`config.mk`:
```
export PLATFORM = sky130hd
export DESIGN_NAME = pcl_write_lock
export DESIGN_NICKNAME = d
export VERILOG_FILES = /design/src/common/pcl_pkg.sv /design/src/design/pcl_write_lock.sv /design/src/design/pcl_cmd_classify.sv
export VERILOG_INCLUDE_DIRS = /design/src /design/src/common
export SDC_FILE = /design/constraint.sdc
export NUM_CORES = 1
export LEC_CHECK = 0
export ABC_AREA = 1
export BUFFER_PORTS_ARGS = -buffer_cell sky130_fd_sc_hd__buf_2
export CELL_PAD_IN_SITES_DETAIL_PLACEMENT = 1
export CELL_PAD_IN_SITES_GLOBAL_PLACEMENT = 1
export CORE_ASPECT_RATIO = 1.5
export CORE_MARGIN = 4
export CORE_UTILIZATION = 34
export CTS_CLUSTER_SIZE = 12
export DETAILED_ROUTE_END_ITERATION = 7
export GPL_ROUTABILITY_DRIVEN = 0
export PLACE_DENSITY = 0.85
export SYNTH_ARGS = -nofsm -noshare
export SYNTH_HDL_FRONTEND = slang
export SYNTH_SLANG_ARGS = --single-unit
```
`constraint.sdc`:
```
create_clock -name ref_clk -period 3 [get_ports ref_clk]
set_input_delay 0.3 -clock ref_clk [delete_from_list [all_inputs] [get_ports ref_clk]]
set_output_delay 0.3 -clock ref_clk [all_outputs]
set_load 0.005 [all_outputs]
```
`src/common/pcl_cfg.svh`:
```
/*
 * Constants for the command write-lock checker: lock field positions,
 * command codes, standard write-protect levels and reset values.
 * Assumes command codes are 8 bits and the lock field is 16 bits wide.
 */
`ifndef PCL_CFG_SVH
`define PCL_CFG_SVH

// ----------------------------------------------------------------
// Lock field bit positions
// ----------------------------------------------------------------
`define PCL_BIT_SELF 15
`define PCL_BIT_STDWP 14
`define PCL_BIT_TRIM 13
`define PCL_BIT_VSET 12
`define PCL_BIT_VLIM 11
`define PCL_BIT_WARN 10
`define PCL_BIT_ITF 9
`define PCL_BIT_MARGIN 8
`define PCL_BIT_OPER 7
`define PCL_BIT_CFG 6
`define PCL_BIT_VIN 5
`define PCL_BIT_SEQ 4
`define PCL_BIT_IDENT 3
`define PCL_LOCK_RST 16'h0000

// ----------------------------------------------------------------
// Standard command codes
// ----------------------------------------------------------------
`define PCL_CMD_OPERATION 8'h01
`define PCL_CMD_ON_OFF_CONFIG 8'h02
`define PCL_CMD_WRITE_PROTECT 8'h10
`define PCL_CMD_SMBALERT_MASK 8'h1B
`define PCL_CMD_OUTPUT_SETPOINT_GROUP_LOCK_MODE 8'h20
`define PCL_CMD_OUTPUT_SETPOINT_GROUP_LOCK_COMMAND 8'h21
`define PCL_CMD_OUTPUT_SETPOINT_GROUP_LOCK_TRIM 8'h22
`define PCL_CMD_OUTPUT_SETPOINT_GROUP_LOCK_MAX 8'h24
`define PCL_CMD_OUTPUT_SETPOINT_GROUP_LOCK_MARGIN_HIGH 8'h25
`define PCL_CMD_OUTPUT_SETPOINT_GROUP_LOCK_MARGIN_LOW 8'h26
`define PCL_CMD_OUTPUT_SETPOINT_GROUP_LOCK_TRANSITION_RATE 8'h27
`define PCL_CMD_OUTPUT_SETPOINT_GROUP_LOCK_SCALE_LOOP 8'h29
`define PCL_CMD_OUTPUT_SETPOINT_GROUP_LOCK_MIN 8'h2B
`define PCL_CMD_FREQUENCY_SWITCH 8'h33
`define PCL_CMD_VIN_ON 8'h35
`define PCL_CMD_VIN_OFF 8'h36
`define PCL_CMD_INTERLEAVE 8'h37
`define PCL_CMD_IOUT_CAL_GAIN 8'h38
`define PCL_CMD_IOUT_CAL_OFFSET 8'h39
`define PCL_CMD_OUTPUT_SETPOINT_GROUP_LOCK_OV_FAULT_LIMIT 8'h40
`define PCL_CMD_OUTPUT_SETPOINT_GROUP_LOCK_OV_FAULT_RESPONSE 8'h41
`define PCL_CMD_OUTPUT_SETPOINT_GROUP_LOCK_UV_FAULT_LIMIT 8'h44
`define PCL_CMD_OUTPUT_SETPOINT_GROUP_LOCK_UV_FAULT_RESPONSE 8'h45
`define PCL_CMD_IOUT_OC_FAULT_LIMIT 8'h46
`define PCL_CMD_IOUT_OC_FAULT_RESPONSE 8'h47
`define PCL_CMD_IOUT_OC_WARN_LIMIT 8'h4A
`define PCL_CMD_OT_FAULT_LIMIT 8'h4F
`define PCL_CMD_OT_FAULT_RESPONSE 8'h50
`define PCL_CMD_OT_WARN_LIMIT 8'h51
`define PCL_CMD_VIN_OV_FAULT_LIMIT 8'h55
`define PCL_CMD_VIN_OV_FAULT_RESPONSE 8'h56
`define PCL_CMD_VIN_OV_WARN_LIMIT 8'h57
`define PCL_CMD_VIN_UV_WARN_LIMIT 8'h58
`define PCL_CMD_TON_DELAY 8'h60
`define PCL_CMD_TON_RISE 8'h61
`define PCL_CMD_TON_MAX_FAULT_LIMIT 8'h62
`define PCL_CMD_TON_MAX_FAULT_RESPONSE 8'h63
`define PCL_CMD_TOFF_DELAY 8'h64
`define PCL_CMD_TOFF_FALL 8'h65
`define PCL_CMD_MFR_ID 8'h99
`define PCL_CMD_MFR_MODEL 8'h9A
`define PCL_CMD_MFR_REVISION 8'h9B
`define PCL_CMD_MFR_SERIAL 8'h9E

// ----------------------------------------------------------------
// Maker-specific command codes
// ----------------------------------------------------------------
`define PCL_CMD_CFG_FIRST 8'hD0
`define PCL_CMD_CFG_LAST 8'hD7
`define PCL_CMD_SIMULATE_FAULTS 8'hD8
`define PCL_CMD_EXT_LOCK 8'hD9
`define PCL_CMD_UNLOCK_KEY 8'hDA

// ----------------------------------------------------------------
// Standard write-protect levels
// ----------------------------------------------------------------
`define PCL_WP_ALL 8'h80
`define PCL_WP_OP_ONLY 8'h40
`define PCL_WP_OP_ONOFF_OUTPUT_SETPOINT_GROUP_LOCK 8'h20

`endif

```
`src/common/pcl_pkg.sv`:
```
/*
 * Types shared by the command write-lock checker.
 * Assumes pcl_cfg.svh supplies the numeric constants.
 */
package pcl_pkg;
    typedef enum logic [2:0] {
        PCL_CLS_FREE = 3'h0,
        PCL_CLS_GROUP = 3'h1,
        PCL_CLS_STDWP = 3'h3,
        PCL_CLS_EXT = 3'h2,
        PCL_CLS_KEY = 3'h6
    } pcl_cls_e;
    typedef logic [15:0] pcl_lock_t;
    typedef logic [3:0] pcl_bit_t;
endpackage

```
`src/design/pcl_write_lock.sv`:
```
/*
 * Command write-lock checker. Holds the 16-bit extended command lock
 * field, decides for every command write whether it may reach command
 * storage, and answers reads of the lock field.
 * Assumes the command interface, the write-protect storage, the unlock
 * key logic and the non-volatile store all run on ref_clk.
 */
`timescale 1ns/1ns
`include "pcl_cfg.svh"

module pcl_write_lock
    import pcl_pkg::*;
#(
    parameter int CMD_W = 8,
    parameter int DATA_W = 16
)
(
    input wire logic ref_clk,
    input wire logic rst,
    input wire logic wr_valid,
    input wire logic [CMD_W-1:0] wr_code,
    input wire logic [DATA_W-1:0] wr_data,
    input wire logic rd_valid,
    input wire logic [CMD_W-1:0] rd_code,
    input wire logic [7:0] std_wp_level,
    input wire logic key_locked,
    input wire logic nvm_load,
    input wire logic [15:0] nvm_value,
    input wire logic nvm_store,
    output logic wr_grant_q,
    output logic [CMD_W-1:0] grant_code_q,
    output logic [DATA_W-1:0] grant_data_q,
    output logic wr_refused_q,
    output logic comm_err_q,
    output logic rd_ack_q,
    output logic [15:0] rd_data_q,
    output logic [15:0] extended_command_lock_q,
    output logic permanent_lock_q,
    output logic lock_loaded_q
);
    // ----------------------------------------------------------------
    // Elaboration checks
    // ----------------------------------------------------------------
    generate
        if (CMD_W != 8) begin : g_bad_cmd
            $error("pcl_write_lock: command codes must be 8 bits");
        end
        if (DATA_W < 16) begin : g_bad_data
            $error("pcl_write_lock: data must hold the 16-bit lock field");
        end
    endgenerate

    // ----------------------------------------------------------------
    // Helpers
    // ----------------------------------------------------------------
    // Standard write-protect decision for a command other than itself
    function automatic logic std_wp_allows(input logic [7:0] code, input logic [7:0] level);
        case (level)
            `PCL_WP_ALL: std_wp_allows = 1'b0;
            `PCL_WP_OP_ONLY: std_wp_allows = (code == `PCL_CMD_OPERATION);
            `PCL_WP_OP_ONOFF_OUTPUT_SETPOINT_GROUP_LOCK: begin
                std_wp_allows = (code == `PCL_CMD_OPERATION) ||
                                (code == `PCL_CMD_ON_OFF_CONFIG) ||
                                (code == `PCL_CMD_OUTPUT_SETPOINT_GROUP_LOCK_COMMAND);
            end
            default: std_wp_allows = 1'b1;
        endcase
    endfunction

    // ----------------------------------------------------------------
    // Command classification
    // ----------------------------------------------------------------
    pcl_cls_e wr_cls;
    pcl_bit_t wr_bit;

    pcl_cmd_classify u_classify (
        .code(wr_code[7:0]),
        .cls(wr_cls),
        .grp_bit(wr_bit)
    );

    // ----------------------------------------------------------------
    // Write decision
    // ----------------------------------------------------------------
    logic self_locked;
    logic write_ok;

    always_comb begin
        self_locked = extended_command_lock_q[`PCL_BIT_SELF] || permanent_lock_q;
        case (wr_cls)
            PCL_CLS_STDWP: begin
                write_ok = !extended_command_lock_q[`PCL_BIT_STDWP];
            end
            PCL_CLS_EXT: begin
                write_ok = !self_locked && !key_locked;
            end
            PCL_CLS_KEY: begin
                write_ok = !self_locked;
            end
            PCL_CLS_GROUP: begin
                // One locks outright, zero defers to write-protect
                write_ok = !extended_command_lock_q[wr_bit] &&
                           std_wp_allows(wr_code[7:0], std_wp_level);
            end
            default: begin
                write_ok = std_wp_allows(wr_code[7:0], std_wp_level);
            end
        endcase
        // Nothing is trusted until the stored lock field has arrived
        if (!lock_loaded_q) begin
            write_ok = 1'b0;
        end
    end

    // ----------------------------------------------------------------
    // Lock field and write answer
    // ----------------------------------------------------------------
    logic [15:0] lock_d;
    logic perm_d;
    logic loaded_d;
    logic grant_d;
    logic refuse_d;
    logic [CMD_W-1:0] gcode_d;
    logic [DATA_W-1:0] gdata_d;

    always_comb begin
        lock_d = extended_command_lock_q;
        perm_d = permanent_lock_q;
        loaded_d = lock_loaded_q;
        grant_d = 1'b0;
        refuse_d = 1'b0;
        gcode_d = grant_code_q;
        gdata_d = grant_data_q;
        if (wr_valid) begin
            grant_d = write_ok;
            refuse_d = !write_ok;
            if (write_ok) begin
                gcode_d = wr_code;
                gdata_d = wr_data;
                if (wr_cls == PCL_CLS_EXT) begin
                    lock_d = wr_data[15:0];
                end
            end
        end
        // Power-up value comes from the store, overriding any host write
        if (nvm_load) begin
            lock_d = nvm_value;
            loaded_d = 1'b1;
            if (nvm_value[`PCL_BIT_SELF]) begin
                perm_d = 1'b1;
            end
        end
        // A stored self-lock is undone only by reset, never by a later load
        if (nvm_store && extended_command_lock_q[`PCL_BIT_SELF]) begin
            perm_d = 1'b1;
        end
    end

    always_ff @(posedge ref_clk) begin
        if (rst) begin
            extended_command_lock_q <= `PCL_LOCK_RST;
            permanent_lock_q <= 1'b0;
            lock_loaded_q <= 1'b0;
            wr_grant_q <= 1'b0;
            wr_refused_q <= 1'b0;
            comm_err_q <= 1'b0;
            grant_code_q <= '0;
            grant_data_q <= '0;
        end else begin
            extended_command_lock_q <= lock_d;
            permanent_lock_q <= perm_d;
            lock_loaded_q <= loaded_d;
            wr_grant_q <= grant_d;
            wr_refused_q <= refuse_d;
            comm_err_q <= refuse_d;
            grant_code_q <= gcode_d;
            grant_data_q <= gdata_d;
        end
    end

    // ----------------------------------------------------------------
    // Read path
    // ----------------------------------------------------------------
    // Reads are never refused; only the lock field is answered here
    logic rd_ack_d;
    logic [15:0] rd_data_d;

    always_comb begin
        rd_ack_d = 1'b0;
        rd_data_d = rd_data_q;
        if (rd_valid && rd_code == `PCL_CMD_EXT_LOCK) begin
            rd_ack_d = 1'b1;
            rd_data_d = extended_command_lock_q;
        end
    end

    always_ff @(posedge ref_clk) begin
        if (rst) begin
            rd_ack_q <= 1'b0;
            rd_data_q <= 16'h0000;
        end else begin
            rd_ack_q <= rd_ack_d;
            rd_data_q <= rd_data_d;
        end
    end
endmodule

```
`src/design/pcl_cmd_classify.sv`:
```
/*
 * Command classifier: maps a command code to its protection class and,
 * for grouped commands, to the lock field bit that governs it.
 * Assumes a purely combinational use from the same clock domain.
 */
`timescale 1ns/1ns
`include "pcl_cfg.svh"
module pcl_cmd_classify
    import pcl_pkg::*;
(
    input wire logic [7:0] code,
    output pcl_cls_e cls,
    output pcl_bit_t grp_bit
);
    function automatic pcl_bit_t group_of(input logic [7:0] c, output logic hit);
        hit = 1'b1;
        group_of = 4'h0;
        case (c)
            `PCL_CMD_OUTPUT_SETPOINT_GROUP_LOCK_TRIM, `PCL_CMD_OUTPUT_SETPOINT_GROUP_LOCK_SCALE_LOOP,
            `PCL_CMD_IOUT_CAL_GAIN, `PCL_CMD_IOUT_CAL_OFFSET: group_of = `PCL_BIT_TRIM;
            `PCL_CMD_OUTPUT_SETPOINT_GROUP_LOCK_MODE, `PCL_CMD_OUTPUT_SETPOINT_GROUP_LOCK_COMMAND: group_of = `PCL_BIT_VSET;
            `PCL_CMD_OUTPUT_SETPOINT_GROUP_LOCK_MAX, `PCL_CMD_OUTPUT_SETPOINT_GROUP_LOCK_MIN, `PCL_CMD_OUTPUT_SETPOINT_GROUP_LOCK_OV_FAULT_LIMIT,
            `PCL_CMD_OUTPUT_SETPOINT_GROUP_LOCK_OV_FAULT_RESPONSE, `PCL_CMD_OUTPUT_SETPOINT_GROUP_LOCK_UV_FAULT_LIMIT,
            `PCL_CMD_OUTPUT_SETPOINT_GROUP_LOCK_UV_FAULT_RESPONSE: group_of = `PCL_BIT_VLIM;
            `PCL_CMD_IOUT_OC_WARN_LIMIT, `PCL_CMD_OT_WARN_LIMIT,
            `PCL_CMD_SMBALERT_MASK: group_of = `PCL_BIT_WARN;
            `PCL_CMD_OT_FAULT_LIMIT, `PCL_CMD_OT_FAULT_RESPONSE, `PCL_CMD_SIMULATE_FAULTS,
            `PCL_CMD_IOUT_OC_FAULT_LIMIT,
            `PCL_CMD_IOUT_OC_FAULT_RESPONSE: group_of = `PCL_BIT_ITF;
            `PCL_CMD_OUTPUT_SETPOINT_GROUP_LOCK_MARGIN_HIGH, `PCL_CMD_OUTPUT_SETPOINT_GROUP_LOCK_MARGIN_LOW,
            `PCL_CMD_OUTPUT_SETPOINT_GROUP_LOCK_TRANSITION_RATE: group_of = `PCL_BIT_MARGIN;
            `PCL_CMD_OPERATION: group_of = `PCL_BIT_OPER;
            `PCL_CMD_FREQUENCY_SWITCH, `PCL_CMD_INTERLEAVE: group_of = `PCL_BIT_CFG;
            `PCL_CMD_VIN_UV_WARN_LIMIT, `PCL_CMD_VIN_OV_FAULT_LIMIT, `PCL_CMD_VIN_OV_WARN_LIMIT,
            `PCL_CMD_VIN_OV_FAULT_RESPONSE: group_of = `PCL_BIT_VIN;
            `PCL_CMD_TON_DELAY, `PCL_CMD_TON_RISE, `PCL_CMD_TON_MAX_FAULT_LIMIT,
            `PCL_CMD_TON_MAX_FAULT_RESPONSE, `PCL_CMD_TOFF_DELAY, `PCL_CMD_TOFF_FALL,
            `PCL_CMD_ON_OFF_CONFIG, `PCL_CMD_VIN_ON,
            `PCL_CMD_VIN_OFF: group_of = `PCL_BIT_SEQ;
            `PCL_CMD_MFR_ID, `PCL_CMD_MFR_MODEL, `PCL_CMD_MFR_REVISION,
            `PCL_CMD_MFR_SERIAL: group_of = `PCL_BIT_IDENT;
            default: begin
                // Maker-specific configuration commands sit in one code range
                if (c >= `PCL_CMD_CFG_FIRST && c <= `PCL_CMD_CFG_LAST) begin
                    group_of = `PCL_BIT_CFG;
                end else begin
                    hit = 1'b0;
                end
            end
        endcase
    endfunction

    logic hit;

    always_comb begin
        hit = 1'b0;
        grp_bit = group_of(code, hit);
        if (code == `PCL_CMD_WRITE_PROTECT) begin
            cls = PCL_CLS_STDWP;
        end else if (code == `PCL_CMD_EXT_LOCK) begin
            cls = PCL_CLS_EXT;
        end else if (code == `PCL_CMD_UNLOCK_KEY) begin
            cls = PCL_CLS_KEY;
        end else if (hit) begin
            cls = PCL_CLS_GROUP;
        end else begin
            cls = PCL_CLS_FREE;
        end
    end
endmodule

```
==> flow_metrics.py, run 1 <==
metrics = {
    "outcome": {
        "outcome": "complete, no violations",
    },
    "layout": {
        "synthToLayoutAreaGrowth_pct": 29.94,
        "nFillCells": 1329,
        "fin_nets": 700,
        "post-route-util": 0.4558,
        "regArea_um2": 1221,
        "multiInputGateArea_um2": 1854,
        "drive_gt1_frac": 0.2819,
        "instances_no_fill": 758,
        "fin_area_um2": 4442,
    },
    "logic_synthesis": {
        "synth.net_count": 584,
        "ys_warn_count": 0,
        "yosys.area.top_type": "dfxtp_1",
        "synth_top_cell_area_share": 0.3572,
        "ys_types": 33,
        "synth_area_um2": 3418,
        "synthTopCellsByArea": "dfxtp_1 36%, nand2_1 14%, nand3_1 9.1%",
        "synth.avg_cell_area_um2": 6.561,
        "synth_seq_cells": 61,
        "ys_seq_area_frac": 0.3572,
        "syn_inst": 521,
    },
    "timing": {
        "final.min_clock_period_ns": 2.492,
        "tightestPinTransition_ns": 1.002,
        "final-setup-viol-count": 0,
        "max_freq_mhz": 401.3,
        "worst_slack_ns": 0.5079,
        "whs_ns": 0.2574,
        "setup_tns_ns": 0,
        "slew_viol_final": 0,
        "rsz0062_at_grt": "no",
        "clock-skew-final_ns": 0.005165,
        "relSlewSlack": 0.3301,
        "fin_crit_sh": 0.8307,
        "hold_viol_final": 0,
    },
    "power": {
        "combPwrFrac": 0.137,
        "power_density_nw_per_um2": 536.6,
        "p_total_mw": 2.384,
        "peakVddDrop_v": 0.0004098,
        "p_seq_frac": 0.368,
        "switching_share": 0.2526,
        "internal-power_mw": 1.781,
        "pwr-share-clk": 0.495,
        "power_switching_mw": 0.6021,
        "leakagePower_nw": 2.191,
    },
    "die": {
        "dieHeight_um": 130.8,
        "fp-row-count": 44,
        "pin_count": 125,
        "dieArea_um2": 11760,
        "die_x_um": 89.87,
        "initial_core_util": 0.3508,
        "design.core.area_um2": 9744,
    },
    "global_routing": {
        "grt.overflow.total": 0,
        "grt_antenna_before_repair": 1,
        "grt_pass1_vias": 4067,
        "grt_pass1_wl_um": 19350,
        "grt_max_degree": 36,
        "grt_usage": 0.2064,
    },
    "clock_network": {
        "clk-insertion-delay-late_ns": 0.33,
        "holdBufCountCts": 0,
        "clock_path_buffers": 2,
        "postCtsSetupRepairBufs": 0,
        "cts_tree": "built",
        "numCtsBuffers": 9,
        "cts_root_buffer": "clkbuf_16",
        "cts_resized": 0,
        "cts.sinks": 61,
        "htreeDepth": 3,
        "clkTransAtPathRegs_ns": 0.05,
    },
    "hold_path": {
        "worstHoldPathType": "in -> reg",
        "holdPathEnd": "grant_data_q[10]$_SDFFE_PP0P_",
        "hold_depth": 3,
        "hold_path_startpoint": "wr_data[10]",
    },
    "setup_path": {
        "worstSetupEndpointType": "flop",
        "crit_path_cell_trace": "buf_2 > inv_1 > nand2_1 > nor2_1 > nand2_2 > nand2_1 > nand3b_1 > nor2_1 > nand3_1 > inv_1 > nand3_1 > nand3b_1 > nand2_1 > nand2_1 > nand2_2 > nand2_2 > nand4_4 > nand2_4 > nand2_1 > nand2_1 > nor2_1",
        "crit_path_top_delay_cell": "nand2_4",
        "crit_type": "in -> reg",
        "timing.rr.end": "grant_code_q[0]$_SDFFE_PP0P_",
        "max_stage_delay_ns": 0.31,
        "reg2regPathDepth": 6,
        "cp_max_fo": 24,
        "worst-r2r-setup-slack_ns": 1.01,
        "worstPathArrival_ns": 2.72,
        "crit_top_cell": "nand2_1",
        "r2r_start": "extended_command_lock_q[14]$_SDFFE_PP0P_",
        "cp-start-kind": "input port",
        "required_ns": 3.22,
    },
    "placed_design": {
        "placed_area_um2": 4099,
        "io_buffers": 124,
        "dp_slack_ns": 0.1475,
        "dp.cells": 741,
        "dp_hpwl_um": 9556,
    },
    "route": {
        "firstDrtPassIters": 4,
        "vias": 3841,
        "wl_per_cell_um": 15.92,
        "routed_wl_um": 12070,
        "drtAntennaViolNets": 0,
        "vias_per_cell": 5.067,
        "remaining_drc_errors": 0,
        "dr.first_iter.drc_count": 177,
    },
    "flow_run": {
        "cap_violations": 0,
    },
}
-- cells in the final DEF (no fill, tap or decap), drive strengths merged --
| cell type | Yosys | final |
|---|---|---|
| o211ai | 1 | 1 |
| inv | 58 | 58 |
| nor2 | 68 | 68 |
| dfxtp | 61 | 61 |
| a21oi | 52 | 52 |
| clkinv | 1 | 3 |
| nand3b | 5 | 5 |
| diode | 0 | 1 |
| nand2 | 141 | 141 |
| nor3b | 1 | 1 |
| a221oi | 1 | 1 |
| nor3 | 4 | 4 |
| buf | 9 | 129 |
| o21ai | 23 | 23 |
| nor4 | 3 | 3 |
| and3 | 1 | 1 |
| nand3 | 63 | 63 |
| nand4 | 5 | 5 |
| bufinv | 0 | 3 |
| mux2i | 7 | 7 |
| a21boi | 1 | 1 |
| o2111ai | 1 | 1 |
| clkbuf | 15 | 10 |
| clkinvlp | 0 | 1 |
-- state kept, by name (all words and copies together) (netlist names) --
signal                   cells
comm_err_q                   1
extended_command_lock_q     16
grant_code_q                 8
grant_data_q                16
lock_loaded_q                1
permanent_lock_q             1
rd_ack_q                     1
rd_data_q                   16
wr_grant_q                   1
-- worst max-delay path by stage --
stage | from | to | slack, ns | cells past startpoint
floorplan | wr_code[5] | grant_code_q[6]$_SDFFE_PP0P_ | 0.72 | 20
global placement | wr_code[0] | extended_command_lock_q[1]$_SDFFE_PP0P_ | 0.25 | 21
global route | wr_code[6] | extended_command_lock_q[0]$_SDFFE_PP0P_ | 0.22 | 22
finish | wr_code[5] | extended_command_lock_q[0]$_SDFFE_PP0P_ | 0.51 | 21
detailed placement | wr_code[0] | extended_command_lock_q[0]$_SDFFE_PP0P_ | 0.15 | 21
CTS | wr_code[0] | extended_command_lock_q[0]$_SDFFE_PP0P_ | 0.51 | 21
-- power groups by stage --
stage                     clock [mW]  sequential (mW)  combinational (mW)
after floorplan                    0            0.886               0.190
after global placement             0            0.892               0.316
after detailed placement           0            0.893               0.328
after CTS                       1.20            0.876               0.331
after global routing            1.24            0.880               0.367
final                           1.18            0.876               0.326
-- logic make-up after synthesis --
group	after synthesis	share of synthesized area
and+or+nand+nor	291	0.3906
buffers and inverters	83	0.1003
AOI/OAI and AO/OA	79	0.1314
DFF	61	0.3572
muxes	7	0.02050
-- layout make-up --
type | instances | share of cell area
tap | 115 | 0.03239
inverter | 59 | 0.04986
sequential | 61 | 0.2749
clock buffer | 10 | 0.05155
clock inverter | 6 | 0.02507
timing repair buffer | 129 | 0.1482
multi-input combinational | 377 | 0.4175
antenna | 1 | 0.0005634
-- metal layers --
layer	part of all wire	track usage	up-vias
li1	-	-	1914
met1	0.37	0.2072	1780
met2	0.54	0.3870	103
met3	0.038	0.04181	44
met4	0.052	0.1407	0
met5	0	0	-
-- Yosys cell counts --
master     instances
nor3_1             4
nand2_4            2
nand2_1          126
buf_6              2
clkinv_1           1
dfxtp_1           61
nand3_4            1
a221oi_1           1
o2111ai_1          1
and3_1             1
nand3b_1           5
a21boi_0           1
buf_4              3
nor2_2             3
nand2_2           13
nand4_1            4
clkbuf_1          15
nor2_8             1
mux2i_1            7
inv_1             53
nand4_4            1
a21oi_4            1
inv_2              5
o211ai_1           1
buf_2              4
nor2_4             2
a21oi_2            8
nand3_1           62
a21oi_1           43
o21ai_0           23
nor4_1             3
nor2_1            62
nor3b_1            1
-- critical path: cells and delay by family --
| kind | cells | cell delay (ns) |
|---|---|---|
| and+or+nand+nor | 18 | 2.04 |
| buffers and inverters | 3 | 0.37 |
Note: power is estimated with default switching activity, not from simulation.
==> run 2, diff against run 1 <==
Clock period 3 ns to 2.6 ns, I/O delays scaled along.
==> run 2 against run 1 <==
Wire length fell by 1.2%; combinational power rose by 16%; cell count did not move; total power rose by 11%; first-iteration DRC count fell by 19%; final area rose by 0.20%; core utilization rose by 0.090 points; critical path depth fell by 2; via count rose by 0.99%; sequential power rose by 15%; non-clock buffer count rose by 2; setup slack got worse by 0.25 ns; critical endpoint is now extended_command_lock_q[2]$_SDFFE_PP0P_.
==> flow_metrics.py, run 2 (synthesis results as in run 1) <==
metrics = {
    "outcome": {
        "outcome": "complete, no violations",
    },
    "setup_path": {
        "reg2regPathDepth": 7,
        "crit_path_top_delay_cell": "nor2_1",
        "cp_max_fo": 8,
        "worst-r2r-setup-slack_ns": 0.57,
        "cp-start-kind": "input port",
        "r2r_start": "extended_command_lock_q[15]$_SDFFE_PP0P_",
        "max_stage_delay_ns": 0.26,
        "crit_family": "simple AND/OR/NAND/NOR gates",
        "timing.rr.end": "extended_command_lock_q[2]$_SDFFE_PP0P_",
        "crit_path_cell_trace": "buf_2 > nor2_1 > nand2_1 > nor3_1 > nor2_1 > nand2_1 > nor2_1 > nand3_1 > inv_1 > nand3_1 > nand3_1 > nand2_1 > nand2_1 > nand2_2 > nand2_2 > nand4_4 > buf_4 > nand3_1 > a21oi_2",
        "worstSetupEndpointType": "flop",
        "path_buf_inv": 3,
        "crit_type": "in -> reg",
        "required_ns": 2.85,
        "worstPathArrival_ns": 2.59,
    },
    "global_routing": {
        "grt_usage": 0.2011,
        "grt_pass1_wl_um": 18930,
        "grt_max_degree": 36,
        "grt_pass1_vias": 4019,
        "grt.overflow.total": 0,
        "grt_antenna_before_repair": 0,
    },
    "route": {
        "remaining_drc_errors": 0,
        "firstDrtPassIters": 4,
        "drtAntennaViolNets": 0,
        "dr.first_iter.drc_count": 144,
        "wl_per_cell_um": 15.72,
        "vias": 3879,
        "vias_per_cell": 5.117,
        "routed_wl_um": 11920,
    },
    "hold_path": {
        "holdPathEnd": "rd_ack_q$_SDFF_PP0_",
        "worstHoldPathType": "in -> reg",
        "hold_path_startpoint": "rd_code[2]",
        "hold_depth": 4,
    },
    "die": {
        "die_x_um": 89.87,
        "pin_count": 125,
        "initial_core_util": 0.3508,
        "design.core.area_um2": 9744,
        "dieArea_um2": 11760,
        "fp-row-count": 44,
        "dieHeight_um": 130.8,
    },
    "layout": {
        "synthToLayoutAreaGrowth_pct": 30.20,
        "drive_gt1_frac": 0.2830,
        "post-route-util": 0.4567,
        "n_antenna_cell": 0,
        "instances_no_fill": 758,
        "final_cell_mix": "126 x nand2_1, 124 x buf_2, 62 x nor2_1, 62 x nand3_1, 61 x dfxtp_1",
        "fin_nets": 702,
        "nFillCells": 1320,
        "top_regs": "extended_command_lock_q: 16 flops, grant_data_q: 16 flops, rd_data_q: 16 flops",
        "final_common_cell": "nand2_1",
    },
    "clock_network": {
        "cts.sinks": 61,
        "htreeDepth": 3,
        "clk-insertion-delay-late_ns": 0.33,
        "cts_root_buffer": "clkbuf_16",
        "clock_path_buffers": 2,
        "numCtsBuffers": 9,
        "cts_tree": "built",
        "clkTransAtPathRegs_ns": 0.05,
    },
    "timing": {
        "max_freq_mhz": 427.8,
        "slew_viol_final": 0,
        "clock-skew-final_ns": 0.006940,
        "fin_crit_sh": 0.8990,
        "final.min_clock_period_ns": 2.337,
        "worst_slack_ns": 0.2627,
        "relSlewSlack": 0.5251,
        "hold_viol_final": 0,
        "rsz0062_at_grt": "yes",
        "tightestPinTransition_ns": 0.7115,
        "setup_tns_ns": 0,
        "final-setup-viol-count": 0,
    },
    "power": {
        "peakVddDrop_v": 0.0003792,
        "leakagePower_nw": 2.191,
        "p_total_mw": 2.651,
        "power_density_nw_per_um2": 595.6,
    },
    "placed_design": {
        "dp.cells": 743,
        "io_buffers": 124,
        "dp_slack_ns": -0.007105,
        "dp_hpwl_um": 9403,
    },
    "flow_run": {
        "cap_violations": 0,
    },
}
## run 2: cell count changes in the layout (fill, tap and decap cells not counted), sizes merged
cell / previous run / this run
buf: 129 / 131
diode: 1 / 0
clkbuf: 10 / 11
bufinv: 3 / 2
clkinv: 3 / 2
## run 2: routing by layer
metal / global-route usage / vias to the layer above / routed length (µm)
met1: 0.1947 / 1804 / 4348
li1: - / 1918 / -
met4: 0.1307 / 0 / 637
met2: 0.3852 / 111 / 6426
met5: 0 / - / 0
met3: 0.04582 / 46 / 506
## run 2: repair_timing
item | CTS | global route
buffers inserted | 0 | 0
hold buffers | 0 | 0
endpoints found under the setup margin | 0 | 4
gates resized for setup | 0 | 4
## run 2: worst register-to-register path: cells and delay by family (launching register included)
kind / cells / cell delay (ns)
AOI/OAI and AO/OA: 2 / 0.79
and+or+nand+nor: 4 / 0.52
DFF: 1 / 0.50
buffers and inverters: 1 / 0.17
## run 2: worst max path at each step
| stage | to | start | cells after the start |
|---|---|---|---|
| after CTS | extended_command_lock_q[3]$_SDFFE_PP0P_ | wr_code[0] | 21 |
| final | extended_command_lock_q[2]$_SDFFE_PP0P_ | wr_code[2] | 19 |
| after global routing | extended_command_lock_q[2]$_SDFFE_PP0P_ | wr_code[2] | 19 |
| after floorplan | grant_code_q[6]$_SDFFE_PP0P_ | wr_code[5] | 20 |
| after detailed placement | grant_data_q[1]$_SDFFE_PP0P_ | wr_code[3] | 19 |
| after global placement | grant_data_q[10]$_SDFFE_PP0P_ | wr_code[3] | 17 |
## run 2: per-stage QoR
stage               hold slack [ns]  cell area [µm²]
finish                       0.2073             4451
global route                 0.2151             4451
CTS                          0.2027             4429
detailed placement           0.4375             4114
global placement             0.4339             4114
floorplan                    0.4199             3418
## run 2: area by class of cell
class	instances	area, µm²	share of cell area
multi-input cells	377	1868	0.4197
flip-flops and latches	61	1221	0.2744
well taps	115	143.9	0.03233
clock buffers	11	242.7	0.05454
clock inverters	4	72.57	0.01631
inverters	59	221.5	0.04976
repair buffers	131	680.7	0.1529
## run 2: where the power goes
| group | switching [mW] | internal [mW] |
|---|---|---|
| sequential | 0.0376 | 0.975 |
| clock | 0.402 | 0.857 |
| combinational | 0.231 | 0.149 |
| total | 0.670 | 1.98 |
==> run 3, diff against run 2 <==
Settings changed: ABC_AREA 1 to unset, CORE_UTILIZATION 34 to 36, PLACE_DENSITY 0.85 to 0.84.
==> run 3 against run 2 <==
The flow now finishes with violations (negative setup slack); combinational power up 6.3%; register-to-register slack better by 0.11 ns; clock power up 13%; setup slack worse by 0.38 ns; sequential share of layout area down 2.3 points; via count down 11%; clock skew about the same; wire length up 6.9%; global-route usage up 2.4 points; die area down 6.5%; critical path depth down 7; hold slack worse by 0.032 ns; critical endpoint is now grant_data_q[8]$_SDFFE_PP0P_; largest power group unchanged; highest routed layer unchanged.
==> flow_metrics.py, run 3 <==
metrics = {
    "logic_synthesis": {
        "synth_simple_gate_area_frac": 0.2594,
        "synth_xor_area_frac": 0.005203,
        "synth_commonest_cells": "61 x dfxtp_1, 58 x mux2i_1, 57 x nand2b_1",
        "synthTopCellsByArea": "dfxtp_1 36%, mux2i_1 17%, nand2b_1 11%",
        "synth_area_um2": 3367,
        "synth.most_common_cell": "dfxtp_1",
        "synth_top_cell_area_share": 0.3627,
        "synth.avg_cell_area_um2": 9.199,
        "ys_seq_area_frac": 0.3627,
        "synthArstFlopShare": 0,
        "synth_top_family_by_area": "simple AND/OR/NAND/NOR gates",
        "synthAdderAreaFrac": 0,
        "synthMuxAreaShare": 0.2259,
        "yosys.area.top_type": "dfxtp_1",
        "synth_seq_cells": 61,
        "synth_top_flop_cell": "dfxtp_1",
        "ys_warn_count": 0,
        "ys_types": 59,
        "synth-edff-count": 0,
        "synth_compound_area_frac": 0.09810,
        "synth.net_count": 429,
        "syn_inst": 366,
    },
    "die": {
        "pin_count": 125,
        "die_x_um": 86.96,
        "dieHeight_um": 126.4,
        "dieArea_um2": 11000,
        "fp-row-count": 43,
        "design.core.area_um2": 9200,
        "initial_core_util": 0.3660,
    },
    "global_routing": {
        "grt_usage": 0.2248,
        "grt_pass1_wl_um": 19230,
        "grt_pass1_vias": 3796,
        "grt_max_degree": 28,
        "grt.overflow.total": 0,
        "grt_antenna_before_repair": 0,
    },
    "placed_design": {
        "dp_hpwl_um": 9265,
        "io_buffers": 124,
        "dp.cells": 620,
    },
    "layout": {
        "fin_nets": 585,
        "n_antenna_cell": 0,
        "synthToLayoutAreaGrowth_pct": 44.52,
        "top_regs": "extended_command_lock_q: 16 flops, grant_data_q: 16 flops, rd_data_q: 16 flops",
        "drive_gt1_frac": 0.4326,
        "multiInputGateArea_um2": 2071,
        "instances_no_fill": 639,
        "post-route-util": 0.5289,
        "regArea_um2": 1221,
        "final_cell_mix": "122 x buf_2, 61 x dfxtp_1, 56 x nand2b_1, 56 x mux2i_1, 47 x nor2_1",
        "nFillCells": 1104,
        "final_common_cell": "buf_2",
    },
    "timing": {
        "worst_slack_ns": -0.1209,
        "max_freq_mhz": 367.5,
        "relSlewSlack": 0.6423,
        "fin_crit_sh": 1.047,
        "tightestPinTransition_ns": 0.5366,
        "final-setup-viol-count": 25,
        "final.min_clock_period_ns": 2.721,
        "whs_ns": 0.1749,
        "hold_viol_final": 0,
        "clock-skew-final_ns": 0.006718,
        "rsz0062_at_grt": "yes",
        "slew_viol_final": 0,
    },
    "clock_network": {
        "clk-insertion-delay-late_ns": 0.33,
        "holdBufCountCts": 0,
        "clock_path_buffers": 2,
        "clkTransAtPathRegs_ns": 0.05,
        "htreeDepth": 3,
        "cts.sinks": 61,
        "cts_tree": "built",
        "cts_root_buffer": "clkbuf_16",
        "numCtsBuffers": 9,
    },
    "setup_path": {
        "worst-r2r-setup-slack_ns": 0.68,
        "crit_family": "simple AND/OR/NAND/NOR gates",
        "crit_path_top_delay_cell": "or4_4",
        "crit_type": "in -> reg",
        "cp.depth": 12,
        "cp-start-kind": "input port",
        "crit_path_cell_trace": "buf_6 > or4_4 > or4_4 > and2_4 > buf_4 > o22ai_1 > a211oi_2 > buf_4 > a211oi_4 > buf_6 > clkbuf_16 > mux2i_1",
        "worstSetupEndpointType": "flop",
        "worstPathArrival_ns": 2.98,
        "required_ns": 2.86,
        "cp_max_fo": 12,
        "path_buf_inv": 5,
        "reg2regPathDepth": 8,
        "max_stage_delay_ns": 0.54,
    },
    "route": {
        "dr.first_iter.drc_count": 119,
        "firstDrtPassIters": 4,
        "drtAntennaViolNets": 0,
        "wl_per_cell_um": 19.95,
        "routed_wl_um": 12750,
        "vias_per_cell": 5.412,
        "vias": 3458,
        "remaining_drc_errors": 0,
    },
    "power": {
        "pwr-share-clk": 0.502,
        "internal-power_mw": 2.167,
        "switching_share": 0.2357,
        "leakagePower_nw": 2.203,
        "p_seq_frac": 0.356,
        "power_density_nw_per_um2": 582.7,
        "power_switching_mw": 0.6683,
        "peakVddDrop_v": 0.0003590,
        "combPwrFrac": 0.142,
    },
    "hold_path": {
        "hold_depth": 3,
        "worstHoldPathType": "in -> reg",
    },
    "outcome": {
        "failed_checks": "negative setup slack",
        "outcome": "complete, but fails checks",
    },
    "flow_run": {
        "cap_violations": 0,
    },
}
## run 3: cell count changes in the layout (fill, tap and decap cells not counted), moves of 19 or more
cell,previous run,this run
a21oi_1,43,7
nand2b_1,0,56
buf_4,5,44
nand2_1,126,7
inv_1,53,5
o21ai_0,23,4
nand3_1,62,4
mux2i_1,7,56
## run 3: final timing paths
| check | start | to |
|---|---|---|
| worst max-delay path | wr_code[2] | grant_data_q[8]$_SDFFE_PP0P_ |
| worst max register to register | extended_command_lock_q[2]$_SDFFE_PP0P_ | grant_data_q[8]$_SDFFE_PP0P_ |
| worst min register to register | grant_data_q[13]$_SDFFE_PP0P_ | grant_data_q[13]$_SDFFE_PP0P_ |
| worst min-delay path | nvm_value[7] | extended_command_lock_q[7]$_SDFFE_PP0P_ |
## run 3: per-layer routing
layer | GRT usage | part of all wire | vias to the layer above
met1 | 0.2282 | 0.37 | 1684
met4 | 0.1101 | 0.038 | 0
li1 | - | - | 1609
met2 | 0.4210 | 0.55 | 127
met3 | 0.04613 | 0.043 | 38
met5 | 0 | 0 | -
## run 3: layout make-up
cell class	count	share of cell area
Sequential cell	61	0.2510
Multi-Input combinational cell	272	0.4256
Inverter	5	0.003857
Clock buffer	11	0.05194
Timing Repair Buffer	173	0.2170
Tap cell	112	0.02880
Clock inverter	5	0.02186
## run 3: power by group through the flow
stage	logic, mW	registers (mW)	clock network (mW)
after floorplan	0.192	1.02	0
after global placement	0.354	1.03	0
after detailed placement	0.369	1.03	0
after CTS	0.376	1.01	1.44
after global routing	0.434	1.01	1.50
final	0.403	1.01	1.42
## run 3: timing repair
item / CTS / global route
buffers inserted: 0 / 1
cloned: 0 / 2
endpoints found under the setup margin: 24 / 26
pin swaps: 0 / 2
resized for setup: 1 / 17
## run 3: logic make-up (layout without fill, tap and decap cells)
logic type | after synthesis | in the layout
multiplexers | 74 | 74
buffers and inverters | 33 | 194
flip-flops | 61 | 61
XOR/XNOR | 2 | 2
AO/OA/AOI/OAI | 43 | 43
AND/OR/NAND/NOR | 153 | 153
## run 3: worst reg2reg max path, stage by stage (launching register included)
cell	delay [ns]
dfxtp_1	0.35
o22a_1	0.23
o22ai_1	0.25
a211oi_2	0.08
buf_4	0.16
a211oi_4	0.23
buf_6	0.17
clkbuf_16	0.19
mux2i_1	0.21
## run 3: metrics by stage
stage / power (mW) / setup TNS [ns] / worst slack (ns) / area (µm²)
after floorplan: 1.211 / -6.129 / -0.2781 / 3377
after detailed placement: 1.395 / -9.412 / -0.4004 / 4353
after global placement: 1.380 / -5.958 / -0.2377 / 4353
after global routing: 2.943 / -3.561 / -0.1675 / 4866
after CTS: 2.827 / -0.3754 / -0.05282 / 4718
final: 2.835 / -2.244 / -0.1209 / 4866
